==> config.mk <==
export PLATFORM = sky130hd
export DESIGN_NAME = ewio_port
export DESIGN_NICKNAME = d
export VERILOG_FILES = /design/src/include/ewio_pkg.sv /design/src/ewio_port.sv
export SDC_FILE = /design/constraint.sdc
export NUM_CORES = 1
export LEC_CHECK = 0
export ABC_AREA = 1
export BUFFER_PORTS_ARGS = -buffer_cell sky130_fd_sc_hd__buf_2
export CELL_PAD_IN_SITES_DETAIL_PLACEMENT = 2
export CELL_PAD_IN_SITES_GLOBAL_PLACEMENT = 2
export CORE_MARGIN = 4
export CORE_UTILIZATION = 30
export CTS_BUF_LIST = sky130_fd_sc_hd__clkbuf_8 sky130_fd_sc_hd__clkbuf_16
export CTS_CLUSTER_DIAMETER = 50
export CTS_CLUSTER_SIZE = 12
export DETAILED_ROUTE_END_ITERATION = 6
export MAX_ROUTING_LAYER = met4
export PLACE_DENSITY_LB_ADDON = 0.12
export SYNTH_ARGS = -nofsm -noshare
export SYNTH_HDL_FRONTEND = slang
export SYNTH_SLANG_ARGS = --single-unit
==> constraint.sdc <==
create_clock -name aclk -period 2.8 [get_ports aclk]
set_input_delay 0.14 -clock aclk [delete_from_list [all_inputs] [get_ports aclk]]
set_output_delay 0.14 -clock aclk [all_outputs]
set_load 0.005 [all_outputs]
==> src/include/ewio_pkg.sv <==
// Purpose: shared constants of the eight-bit wake-capable io port
// Assumes: axi4-lite slave, 32-bit data, register index times four = byte
// Notes:   printed offsets are indices since not all are word aligned
package ewio_pkg;
  localparam int unsigned EWIO_PINS   = 8;
  localparam int unsigned EWIO_AW     = 18;
  localparam int unsigned EWIO_DW     = 32;

  // register indices
  localparam logic [15:0] EWIO_IDX_PFS   = 16'hffcc;
  localparam logic [15:0] EWIO_IDX_PDL   = 16'hffd8;
  localparam logic [15:0] EWIO_IDX_PUE   = 16'hffe2;
  localparam logic [15:0] EWIO_IDX_DIR   = 16'hffe8;
  localparam logic [15:0] EWIO_IDX_IST   = 16'hfff0;
  localparam logic [15:0] EWIO_IDX_IMASK = 16'hfff1;

  // byte addresses
  localparam logic [17:0] EWIO_ADDR_PFS   = {EWIO_IDX_PFS, 2'b00};
  localparam logic [17:0] EWIO_ADDR_PDL   = {EWIO_IDX_PDL, 2'b00};
  localparam logic [17:0] EWIO_ADDR_PUE   = {EWIO_IDX_PUE, 2'b00};
  localparam logic [17:0] EWIO_ADDR_DIR   = {EWIO_IDX_DIR, 2'b00};
  localparam logic [17:0] EWIO_ADDR_IST   = {EWIO_IDX_IST, 2'b00};
  localparam logic [17:0] EWIO_ADDR_IMASK = {EWIO_IDX_IMASK, 2'b00};

  // reset values and the fixed direction read value
  localparam logic [7:0] EWIO_RST_PFS   = 8'h00;
  localparam logic [7:0] EWIO_RST_PDL   = 8'h00;
  localparam logic [7:0] EWIO_RST_PUE   = 8'h00;
  localparam logic [7:0] EWIO_RST_DIR   = 8'h00;
  localparam logic [7:0] EWIO_RST_IST   = 8'h00;
  localparam logic [7:0] EWIO_RST_IMASK = 8'h00;
  localparam logic [7:0] EWIO_DIR_READ  = 8'hff;

  // segment select field: top bit hands the pin to the lcd
  localparam int unsigned EWIO_SEG_TOP = 3;

  localparam logic [1:0] EWIO_RESP_OKAY   = 2'h0;
  localparam logic [1:0] EWIO_RESP_SLVERR = 2'h2;
endpackage

==> src/ewio_port.sv <==
// Purpose: eight-bit general purpose io port with wake inputs, axi4-lite
// Assumes: pin inputs synchronous to aclk; lcd owns segment data and field
// Notes:   pin outputs lag register writes by one cycle
//
// The AXI4-Lite interface to the registers is this design's own decision.
`timescale 1ns/1ns
module ewio_port
  import ewio_pkg::*;
(
  input  wire logic        aclk,                 // system clock
  input  wire logic        aresetn,              // sync reset, active low
  input  wire logic [17:0] awaddr,               // write address
  input  wire logic        awvalid,              // write address valid
  output logic             awready,              // write address ready
  input  wire logic [31:0] wdata,                // write data
  input  wire logic [3:0]  wstrb,                // write byte enables
  input  wire logic        wvalid,               // write data valid
  output logic             wready,               // write data ready
  output logic [1:0]       bresp,                // write response
  output logic             bvalid,               // write response valid
  input  wire logic        bready,               // write response ready
  input  wire logic [17:0] araddr,               // read address
  input  wire logic        arvalid,              // read address valid
  output logic             arready,              // read address ready
  output logic [31:0]      rdata,                // read data
  output logic [1:0]       rresp,                // read response
  output logic             rvalid,               // read data valid
  input  wire logic        rready,               // read data ready
  input  wire logic [7:0]  pin_in,               // pin levels
  output logic [7:0]       pin_out,              // pin drive values
  output logic [7:0]       pin_oe,               // pin drive enables
  output logic [7:0]       pullup_on,            // weak pull-up enables
  input  wire logic [3:0]  segment_select_field, // lcd segment select
  input  wire logic [7:0]  lcd_segment_output,   // lcd segment data
  output logic             irq                   // wake interrupt level
);

  typedef struct packed {
    logic [7:0]  pfs;
    logic [7:0]  pdl;
    logic [7:0]  pue;
    logic [7:0]  dir;
    logic [7:0]  ist;
    logic [7:0]  imask;
    logic [7:0]  pin_prev;
    logic [7:0]  pin_out;
    logic [7:0]  pin_oe;
    logic [7:0]  pull;
    logic        irq;
    logic        awready;
    logic        wready;
    logic        aw_got;
    logic        w_got;
    logic [17:0] waddr;
    logic [7:0]  wbyte;
    logic        wlane;
    logic        bvalid;
    logic [1:0]  bresp;
    logic        arready;
    logic        rvalid;
    logic [31:0] rdata;
    logic [1:0]  rresp;
  } ewio_state_s;

  ewio_state_s s_reg;
  ewio_state_s s_next;

  logic       seg_top;
  logic [7:0] gpio_mask;
  logic [7:0] wake_fall;
  logic [7:0] port_read;
  logic [7:0] ist_clr;

  assign seg_top   = segment_select_field[EWIO_SEG_TOP];
  // pin in general io use: not a wake input and not a segment
  assign gpio_mask = ~s_reg.pfs & {8{~seg_top}};
  // active-low wake input: a falling level on a wake pin is an event
  assign wake_fall = s_reg.pin_prev & ~pin_in & s_reg.pfs
                     & {8{~seg_top}};
  assign port_read = (s_reg.dir & s_reg.pdl)
                     | (~s_reg.dir & pin_in);

  always_comb begin
    s_next          = s_reg;
    ist_clr         = 8'h00;
    s_next.pin_prev = pin_in;

    // write address and data, taken in either order
    if (awvalid && s_reg.awready) begin
      s_next.waddr   = awaddr;
      s_next.aw_got  = 1'b1;
      s_next.awready = 1'b0;
    end
    if (wvalid && s_reg.wready) begin
      s_next.wbyte  = wdata[7:0];
      s_next.wlane  = wstrb[0];
      s_next.w_got  = 1'b1;
      s_next.wready = 1'b0;
    end

    // register write once both halves are in
    if (s_reg.aw_got && s_reg.w_got && !s_reg.bvalid) begin
      s_next.aw_got = 1'b0;
      s_next.w_got  = 1'b0;
      s_next.bvalid = 1'b1;
      s_next.bresp  = EWIO_RESP_OKAY;
      case (s_reg.waddr)
        EWIO_ADDR_PFS: begin
          if (s_reg.wlane) s_next.pfs = s_reg.wbyte;
        end
        EWIO_ADDR_PDL: begin
          if (s_reg.wlane) s_next.pdl = s_reg.wbyte;
        end
        EWIO_ADDR_PUE: begin
          if (s_reg.wlane) s_next.pue = s_reg.wbyte;
        end
        EWIO_ADDR_DIR: begin
          if (s_reg.wlane) s_next.dir = s_reg.wbyte;
        end
        EWIO_ADDR_IST: begin
          if (s_reg.wlane) ist_clr = s_reg.wbyte;
        end
        EWIO_ADDR_IMASK: begin
          if (s_reg.wlane) s_next.imask = s_reg.wbyte;
        end
        default: begin
          s_next.bresp = EWIO_RESP_SLVERR;
        end
      endcase
    end
    if (s_reg.bvalid && bready) begin
      s_next.bvalid  = 1'b0;
      s_next.awready = 1'b1;
      s_next.wready  = 1'b1;
    end

    // read
    if (arvalid && s_reg.arready) begin
      s_next.arready = 1'b0;
      s_next.rvalid  = 1'b1;
      s_next.rresp   = EWIO_RESP_OKAY;
      s_next.rdata   = 32'h00000000;
      case (araddr)
        EWIO_ADDR_PFS:   s_next.rdata[7:0] = s_reg.pfs;
        EWIO_ADDR_PDL:   s_next.rdata[7:0] = port_read;
        EWIO_ADDR_PUE:   s_next.rdata[7:0] = s_reg.pue;
        EWIO_ADDR_DIR:   s_next.rdata[7:0] = EWIO_DIR_READ;
        EWIO_ADDR_IST:   s_next.rdata[7:0] = s_reg.ist;
        EWIO_ADDR_IMASK: s_next.rdata[7:0] = s_reg.imask;
        default:         s_next.rresp      = EWIO_RESP_SLVERR;
      endcase
    end
    if (s_reg.rvalid && rready) begin
      s_next.rvalid  = 1'b0;
      s_next.arready = 1'b1;
    end

    // sticky wake status, a new event wins over a clear
    s_next.ist = (s_reg.ist & ~ist_clr) | wake_fall;
    s_next.irq = |(s_next.ist & s_next.imask);

    // pin drive: segment overrides, else latch on general io outputs
    if (seg_top) begin
      s_next.pin_oe  = 8'hff;
      s_next.pin_out = lcd_segment_output;
    end else begin
      s_next.pin_oe  = s_reg.dir & gpio_mask;
      s_next.pin_out = s_reg.pdl & gpio_mask;
    end
    s_next.pull = ~s_reg.dir & s_reg.pue;
  end

  always_ff @(posedge aclk) begin
    if (!aresetn) begin
      s_reg          <= '0;
      s_reg.pfs      <= EWIO_RST_PFS;
      s_reg.pdl      <= EWIO_RST_PDL;
      s_reg.pue      <= EWIO_RST_PUE;
      s_reg.dir      <= EWIO_RST_DIR;
      s_reg.ist      <= EWIO_RST_IST;
      s_reg.imask    <= EWIO_RST_IMASK;
      s_reg.awready  <= 1'b1;
      s_reg.wready   <= 1'b1;
      s_reg.arready  <= 1'b1;
    end else begin
      s_reg <= s_next;
    end
  end

  assign awready   = s_reg.awready;
  assign wready    = s_reg.wready;
  assign bvalid    = s_reg.bvalid;
  assign bresp     = s_reg.bresp;
  assign arready   = s_reg.arready;
  assign rvalid    = s_reg.rvalid;
  assign rdata     = s_reg.rdata;
  assign rresp     = s_reg.rresp;
  assign pin_out   = s_reg.pin_out;
  assign pin_oe    = s_reg.pin_oe;
  assign pullup_on = s_reg.pull;
  assign irq       = s_reg.irq;
endmodule // ewio_port

After elaboration in Yosys (flattened, before gate mapping)

Index checks and enable logic that the tools add are counted.

Bits of input ports: 99
Output and inout bits: 66
Register bits: 127

Multiplexer cells: 10
Reductions and logical operators: 18
Bitwise operators: 19
Equality and inequality tests: 12

Operator list:

| kind                   | count |
|---|---|
| $eq A18 B18 Y1 const B | 12 |
| $and A8 B8 Y8          | 11 |
| $mux W8                | 6 |
| $pmux W8 S6            | 1 |
| $not A8 Y8             | 4 |
| $mux W16               | 1 |
| $or A8 B8 Y8           | 2 |
| $reduce_and A3 Y1      | 4 |
| $reduce_or A6 Y1       | 2 |
| $reduce_or A8 Y1       | 1 |
| $logic_and A1 B1 Y1    | 7 |
| $reduce_or A2 Y1       | 3 |
| $mux W2                | 2 |
| $not A1 Y1             | 2 |
| $logic_not A1 Y1       | 1 |

Depth between registers and ports, before layout

Gate-level depths: netlist (run 1).

Word-level depth: 8
Mapped depth: 12

Worst setup path before layout (run 1)

Ideal clock, no wire load.

Kind: register to register
From: register s_reg[67] (netlist bit)
To: register s_reg (netlist bit irq)
Path buffers: 0
Stages on the path, launching flop included: 10
Clock period less this slack: 1.438 ns
Setup time: 0.132 ns
Setup slack: 1.362 ns
Data arrival time: 1.306 ns
Cell sequence: dfxtp_1 -> nand4_2 -> nor2_1 -> nand3_1 -> nand2_1 -> o21ai_0 -> nand2_1 -> nand2_1 -> nor2_1 -> a21oi_1

Longest elaborated chain between the ends: 8

RTL lines:

| item                                  | RTL line         | text |
|---|---|---|
| from (decl)                           | ewio_port.sv:65  | `ewio_state_s s_reg;` |
| from (signal assigned)                | ewio_port.sv:186 | `s_reg <= s_next;` |
| $logic_and A1 B1 Y1 (*) (2 in series) | ewio_port.sv:102 | `if (s_reg.aw_got && s_reg.w_got && !s_reg.bvalid) begin` |
| $mux W8                               | ewio_port.sv:102 |  |
| $not A8 Y8                            | ewio_port.sv:159 | `s_next.ist = (s_reg.ist & ~ist_clr) \| wake_fall;` |
| $and A8 B8 Y8                         | ewio_port.sv:159 |  |
| $or A8 B8 Y8                          | ewio_port.sv:159 |  |
| $and A8 B8 Y8 (*)                     | ewio_port.sv:160 | `s_next.irq = \|(s_next.ist & s_next.imask);` |
| $reduce_or A8 Y1 (*)                  | ewio_port.sv:160 |  |

Every way passes the cells marked *; elsewhere a longest branch is shown, timed or not.
A chain may end at the register's enable or synchronous reset.

Worst setup path after layout (run 1)

From: register s_reg[66] (netlist bit)
To: register s_reg (netlist bit irq)

Same word-level chain as after synthesis.

==> impl_metrics.env, run 1 <==
export IMPL_wl_per_cell_um=17.8
export IMPL_rsz0062_at_grt="false"
export IMPL_ant_nets=0
export IMPL_grtUsageTotal=0.203
export IMPL_synth_xor_area_frac=0
export IMPL_status="finished, final reports clean"
export IMPL_layout_commonest_cell="nand2_1"
export IMPL_grt_pass1_vias=5985
export IMPL_drive_gt1_frac=0.191
export IMPL_syn_to_final_growth_pct=24.4
export IMPL_clock_sinks=125
export IMPL_fin_nets=968
export IMPL_place_gp_congestion=0.782
export IMPL_drt_total_wl_mm=19.8
export IMPL_grt_start_max_net_pins=73
export IMPL_synth_compound_area_frac=0.156
export IMPL_slew_headroom=0.395
export IMPL_h_tree_depth=4
export IMPL_cp_data_arrival_time_ns=2.30
export IMPL_antenna_found_initial=0
export IMPL_synth_top_family_by_area="simple AND/OR/NAND/NOR gates"
export IMPL_num_vias=5343
export IMPL_path_cells="nand4_2, nor2_1, nand3_1, nand2_1, o21ai_0, nand2_1, nand2_1, nor2_1, a21oi_1"
export IMPL_first_iter_violations=204
export IMPL_dp_cells=1047
export IMPL_cts_setup_buffers=0
export IMPL_final_cell_mix="nand2_1, dfxtp_1, buf_2"
export IMPL_finalInstanceArea_um2=6960
export IMPL_worstPathMaxFanout=10
export IMPL_core_rowCount=49
export IMPL_clockRootBuffer="clkbuf_16"
export IMPL_skew_ns=0.00885
export IMPL_worstMarginPinSlew_ns=0.907
export IMPL_pre_cts_ws_ns=0.752
export IMPL_crit_type="flip-flop to flip-flop"
export IMPL_dpl_cell_area_um2=6030
export IMPL_multi_input_area_um2=2320
export IMPL_core_area_um2=18100
export IMPL_ir_worst_vdd_mv=0.391
export IMPL_synth_top_area_cell="dfxtp_1"
export IMPL_finalCritPeriodShare=0.724
export IMPL_p_per_area_nw_per_um2=648
export IMPL_drc=0
export IMPL_postSynthCellCount=758
export IMPL_fin_cells=1110
export IMPL_crit_path_max_incr_delay_ns=0.48
export IMPL_synth_seq_area_share=0.447
export IMPL_cpMaxStageDelayCell="nor2_1"
export IMPL_antennaDiodeCount=0
export IMPL_synth_area_um2=5590
export IMPL_cts_tree="done"
export IMPL_synth_mux_area_fraction=0
export IMPL_dp_final_hpwl_mm=14.0
export IMPL_ios=165
export IMPL_firstDrtPassIters=4
export IMPL_maxSlewViolCount=0
export IMPL_cp_num_buf_inv=0
export IMPL_synthSimpleGateAreaFrac=0.242
export IMPL_fin_ws_ns=0.772
export IMPL_synth_top_area_frac=0.447
export IMPL_grt_pass1_wl_mm=31.7
export IMPL_clk_latency_ns=0.42
export IMPL_ys_top_cells_by_area="dfxtp_1, nand2_1, buf_4, a21oi_1, o21ai_0"
export IMPL_hold_path_class="primary input to flip-flop"
export IMPL_max_freq_ghz=0.493
export IMPL_crit_family="simple AND/OR/NAND/NOR gates"
export IMPL_cap_viol_max_count=0
export IMPL_io_buffers=108
export IMPL_synthAdderAreaFrac=0
export IMPL_grt_ovfl_total=0
export IMPL_critical_path_required_ns=3.07
export IMPL_clk_pin_slew_ns=0.06
export IMPL_finalHoldViolCount=0
export IMPL_ys_types=34
export IMPL_critPathLaunchType="flip-flop"
export IMPL_start_util=0.308
export IMPL_seq_area_um2=2500
export IMPL_cts_buffers=17
export IMPL_worstSetupEndpointType="flip-flop"
export IMPL_die_w_um=145
export IMPL_critPathMostFrequentCell="nand2_1"
export IMPL_die_h_um=145
export IMPL_yosysWarnings=0
export IMPL_vias_per_cell=4.81
export IMPL_syn_avg_cell_area_um2=7.38
export IMPL_dieArea_um2=20900
export IMPL_synth_seq_cells=125
export IMPL_min_period_ns=2.03
export IMPL_fillers=2139
export IMPL_clockBufferDepth=2
export IMPL_p_leak_uw=0.00302
export IMPL_largest_reg_flops=85
export IMPL_setup_viol=0
export IMPL_finalSetupTns_ns=0
layer usage:
layer,GRT usage,part of all wire,up-vias
met5,-,0,-
met4,0.0520,0.012,0
met3,0.0341,0.039,20
met2,0.343,0.49,117
met1,0.252,0.46,2592
li1,-,-,2614
worst paths after layout:
path / start / end / slack [ns] / depth (start not counted)
hold reg to reg: s_reg[119]$_SDFFE_PN0P_ / pullup_on[0]$_SDFF_PN0_ / 0.45 / 1
setup reg to reg: s_reg[66]$_SDFFE_PP0P_ / irq$_SDFF_PN0_ / 0.77 / 9
setup / recovery: s_reg[66]$_SDFFE_PP0P_ / irq$_SDFF_PN0_ / 0.77 / 9
hold / removal: awaddr[12] / s_reg[60]$_SDFFE_PN0P_ / 0.01 / 3
metrics by stage:
| stage | util | total power (uW) | hold slack, ns |
|---|---|---|---|
| detailed placement | 0.332 | 2260 | 0.346 |
| global route | 0.383 | 4700 | 0.0198 |
| CTS | 0.383 | 4560 | 0.00188 |
| floorplan | - | 2150 | 0.233 |
| global placement | 0.332 | 2240 | 0.340 |
| finish | 0.383 | 4510 | 0.0118 |
cells by family after synthesis:
kind of cell           Yosys count
and+or+nand+nor                298
AOI/OAI and AO/OA              168
DFF                            125
buffers and inverters          166
other                            1
where the power goes:
part	switching [uW]	leakage (uW)	internal, uW
registers	40.5	0.00102	1850
clock network	792	0.000309	1460
logic	215	0.00169	146
total	1050	0.00302	3460
what timing repair did:
item                                   4_1_cts  5_1_grt
endpoints found under the hold margin       34        0
resized for setup                            0        0
hold buffers                                32        0
area by class of cell:
| class | instances | share of cell area |
|---|---|---|
| clock buffer | 24 | 0.0750 |
| clock inverter | 7 | 0.0120 |
| inverter | 84 | 0.0453 |
| multi-input combinational | 492 | 0.334 |
| sequential | 125 | 0.360 |
| tap | 229 | 0.0412 |
| timing repair buffer | 149 | 0.133 |
synth_stat cells:
master    number
clkbuf_1      16
nor2_8         1
clkbuf_8       1
nand4_2        1
nand3_2        3
nor4_4         1
nand3b_1       1
nor3_1        10
clkinv_1       1
nand3_1       35
nand2_1      136
o21ai_0       67
buf_1          3
conb_1         1
a21boi_0       1
o21ai_1        1
buf_2          1
a21oi_1       81
nor2_2         4
o21a_1         3
nor2_1        79
nand4_4        1
nand2_2        4
nor4_1         3
nor2_4         1
o32ai_1        1
nor3_2         1
buf_4         61
inv_1         80
o22ai_1       14
dfxtp_1      125
nor3_4         1
nand4_1       16
inv_2          3
worst reg2reg max path, stage by stage (launching register included):
cell and delay [ns]:
dfxtp_1 0.38, nand4_2 0.33, nor2_1 0.48, nand3_1 0.14, nand2_1 0.08, o21ai_0 0.11
nand2_1 0.09, nand2_1 0.06, nor2_1 0.12, a21oi_1 0.08
(Power assumes the default switching activity.)
==> run 2, diff against run 1 <==
--- a/config.mk
+++ b/config.mk
@@ -5,12 +5,12 @@
 export SDC_FILE = /design/constraint.sdc
 export NUM_CORES = 1
 export LEC_CHECK = 0
-export ABC_AREA = 1
+export ABC_AREA = 0
 export BUFFER_PORTS_ARGS = -buffer_cell sky130_fd_sc_hd__buf_2
 export CELL_PAD_IN_SITES_DETAIL_PLACEMENT = 2
 export CELL_PAD_IN_SITES_GLOBAL_PLACEMENT = 2
 export CORE_MARGIN = 4
-export CORE_UTILIZATION = 30
+export CORE_UTILIZATION = 27
 export CTS_BUF_LIST = sky130_fd_sc_hd__clkbuf_8 sky130_fd_sc_hd__clkbuf_16
 export CTS_CLUSTER_DIAMETER = 50
 export CTS_CLUSTER_SIZE = 12
==> constraint.sdc (replaced) <==
create_clock -name aclk -period 1.7 [get_ports aclk]
set_input_delay 0.085 -clock aclk [delete_from_list [all_inputs] [get_ports aclk]]
set_output_delay 0.085 -clock aclk [all_outputs]
set_load 0.005 [all_outputs]
==> impl_metrics.env, run 2 <==
export IMPL_cts_buffers=17
export IMPL_io_buffers=108
export IMPL_rsz0062_at_grt="true"
export IMPL_synthSimpleGateAreaFrac=0.217
export IMPL_worstPathMaxFanout=6
export IMPL_synth_edf_count=0
export IMPL_h_tree_depth=4
export IMPL_synth_top_area_cell="dfxtp_1"
export IMPL_ir_worst_vdd_mv=0.559
export IMPL_grt_pass1_wl_mm=32.8
export IMPL_die_w_um=152
export IMPL_synth_mux_area_fraction=0.0845
export IMPL_dieArea_um2=23100
export IMPL_layout_commonest_cell="dfxtp_1"
export IMPL_slew_headroom=0.560
export IMPL_ys_async_sr_fraction=0
export IMPL_cap_viol_max_count=0
export IMPL_clock_sinks=125
export IMPL_synthAdderAreaFrac=0
export IMPL_synth_ff_type="dfxtp_1"
export IMPL_dp_cells=1031
export IMPL_p_per_area_nw_per_um2=906
export IMPL_finalHoldViolCount=0
export IMPL_num_vias=5233
export IMPL_largest_reg_flops=85
export IMPL_vias_per_cell=4.68
export IMPL_grt_pass1_vias=5860
export IMPL_synth_top_family_by_area="simple AND/OR/NAND/NOR gates"
export IMPL_synth_area_um2=5600
export IMPL_final_cell_mix="dfxtp_1, buf_2, nand2_1"
export IMPL_antennaDiodeCount=0
export IMPL_synth_compound_area_frac=0.135
export IMPL_yosysWarnings=0
export IMPL_finalCritPeriodShare=1.33
export IMPL_grt_start_max_net_pins=92
export IMPL_synth_most_common_cell="dfxtp_1"
export IMPL_synth_seq_cells=125
export IMPL_die_h_um=152
export IMPL_hold_path_class="primary input to flip-flop"
export IMPL_ant_nets=0
export IMPL_start_util=0.276
export IMPL_cp_data_arrival_time_ns=2.54
export IMPL_grtUsageTotal=0.185
export IMPL_max_freq_ghz=0.441
export IMPL_syn_avg_cell_area_um2=8.73
export IMPL_grt_ovfl_total=0
export IMPL_worstSetupEndpointType="flip-flop"
export IMPL_setup_viol=44
export IMPL_clk_pin_slew_ns=0.05
export IMPL_place_gp_congestion=0.825
export IMPL_clk_latency_ns=0.42
export IMPL_drive_gt1_frac=0.331
export IMPL_drt_total_wl_mm=20.6
export IMPL_core_rowCount=52
export IMPL_violations="setup timing"
export IMPL_status="finished, violations left"
export IMPL_min_period_ns=2.27
export IMPL_critical_path_required_ns=1.98
export IMPL_fin_nets=936
export IMPL_maxSlewViolCount=0
export IMPL_seq_area_um2=2510
export IMPL_ys_types=53
export IMPL_ys_top_cells_by_area="dfxtp_1, buf_4, nand2_1, mux2i_1, a21oi_1"
export IMPL_fillers=2285
export IMPL_antenna_found_initial=0
export IMPL_fin_ws_ns=-0.568
export IMPL_ios=165
export IMPL_postSynthCellCount=641
export IMPL_cts_tree="done"
export IMPL_drc=0
export IMPL_clockBufferDepth=2
export IMPL_crit_type="flip-flop to flip-flop"
export IMPL_clockRootBuffer="clkbuf_16"
export IMPL_worstMarginPinSlew_ns=0.657
export IMPL_p_leak_uw=0.00328
export IMPL_multi_input_area_um2=2740
export IMPL_first_iter_violations=178
export IMPL_synth_top_area_frac=0.447
export IMPL_core_area_um2=20300
export IMPL_syn_to_final_growth_pct=42.9
export IMPL_synthTopCellsByCount="dfxtp_1, nand2_1, a21oi_1"
export IMPL_fin_cells=1118
export IMPL_synth_seq_area_share=0.447
export IMPL_finalSetupTns_ns=-10.80
export IMPL_dp_final_hpwl_mm=14.7
export IMPL_skew_ns=0.00662
export IMPL_synth_xor_area_frac=0.00156
export IMPL_wl_per_cell_um=18.5
export IMPL_critPathLaunchType="flip-flop"
export IMPL_firstDrtPassIters=4
export IMPL_pre_cts_ws_ns=-0.750
-- run 2: cell types whose count changed in the layout (fill, tap and decap cells not counted), moves of 9 or more --
cell / before / now
nand2_1: 136 / 91
nor3b_1: 0 / 9
buf_4: 9 / 69
buf_6: 0 / 9
and2_1: 0 / 14
mux2i_1: 0 / 29
inv_1: 81 / 23
o22ai_1: 14 / 1
o21ai_0: 67 / 15
a21oi_1: 81 / 68
nand3_1: 35 / 0
dlygate4sd3_1: 32 / 50
nor2_1: 79 / 63
-- run 2: worst max-delay path, cell delays in order, from the launching register on --
cell,delay (ns)
dfxtp_2,0.31
nand4b_1,0.19
or4_4,0.63
o41ai_4,0.28
a22oi_1,0.19
a2111oi_4,0.37
a41oi_1,0.15
-- run 2: worst paths after layout --
kind	start	to	slack, ns	depth (start not counted)
min	pin_in[5]	s_reg[116]$_SDFF_PN0_	0.04	3
max	bvalid$_SDFFE_PP0P_	irq$_SDFF_PN0_	-0.57	6
min reg2reg	s_reg[134]$_SDFFE_PN0P_	pullup_on[7]$_SDFF_PN0_	0.46	2
max reg2reg	bvalid$_SDFFE_PP0P_	irq$_SDFF_PN0_	-0.57	6
-- run 2: where the power goes --
| part | switching [uW] | internal [uW] | total (uW) |
|---|---|---|---|
| clock network | 1300 | 2180 | 3480 |
| registers | 64.2 | 3030 | 3090 |
| logic | 342 | 333 | 675 |
| total | 1700 | 5540 | 7250 |
-- run 2: what timing repair did --
action / CTS / global route
pin swaps: 22 / 11
gates resized for setup: 35 / 20
hold buffers: 50 / 0
setup endpoints to repair: 49 / 49
buffers inserted: 4 / 5
endpoints found under the hold margin: 48 / 0
-- run 2: through the flow --
stage | utilization | power [uW] | area [um2] | hold WS (ns)
floorplan | - | 3480 | 5750 | 0.185
global placement | 0.329 | 3700 | 6670 | 0.296
detailed placement | 0.329 | 3720 | 6670 | 0.326
CTS | 0.390 | 7330 | 7910 | 0.0284
global route | 0.394 | 7590 | 8000 | 0.0412
finish | 0.394 | 7250 | 8000 | 0.0433
-- run 2: final cells by class --
cell class | instances | share of cell area
multi-input cells | 431 | 0.343
flip-flops and latches | 125 | 0.314
repair buffers | 242 | 0.222
clock buffers | 19 | 0.0566
well taps | 270 | 0.0422
clock inverters | 11 | 0.0131
inverters | 20 | 0.00939
-- run 2: routing by layer --
layer  up-vias  routed length (um)  track usage
met4         0                 549       0.0608
met1      2590                8750        0.209
met2        97               10700        0.323
li1       2517                   -            -
met3        29                 644       0.0412
met5         -                   0            -
-- run 2: logic make-up (layout without fill, tap and decap cells) --
family	Yosys count	after routing
compound gates	120	120
flops	125	125
other cells	1	26
xor+xnor	1	1
simple gates	238	238
buf+inv	110	292
mux	46	46
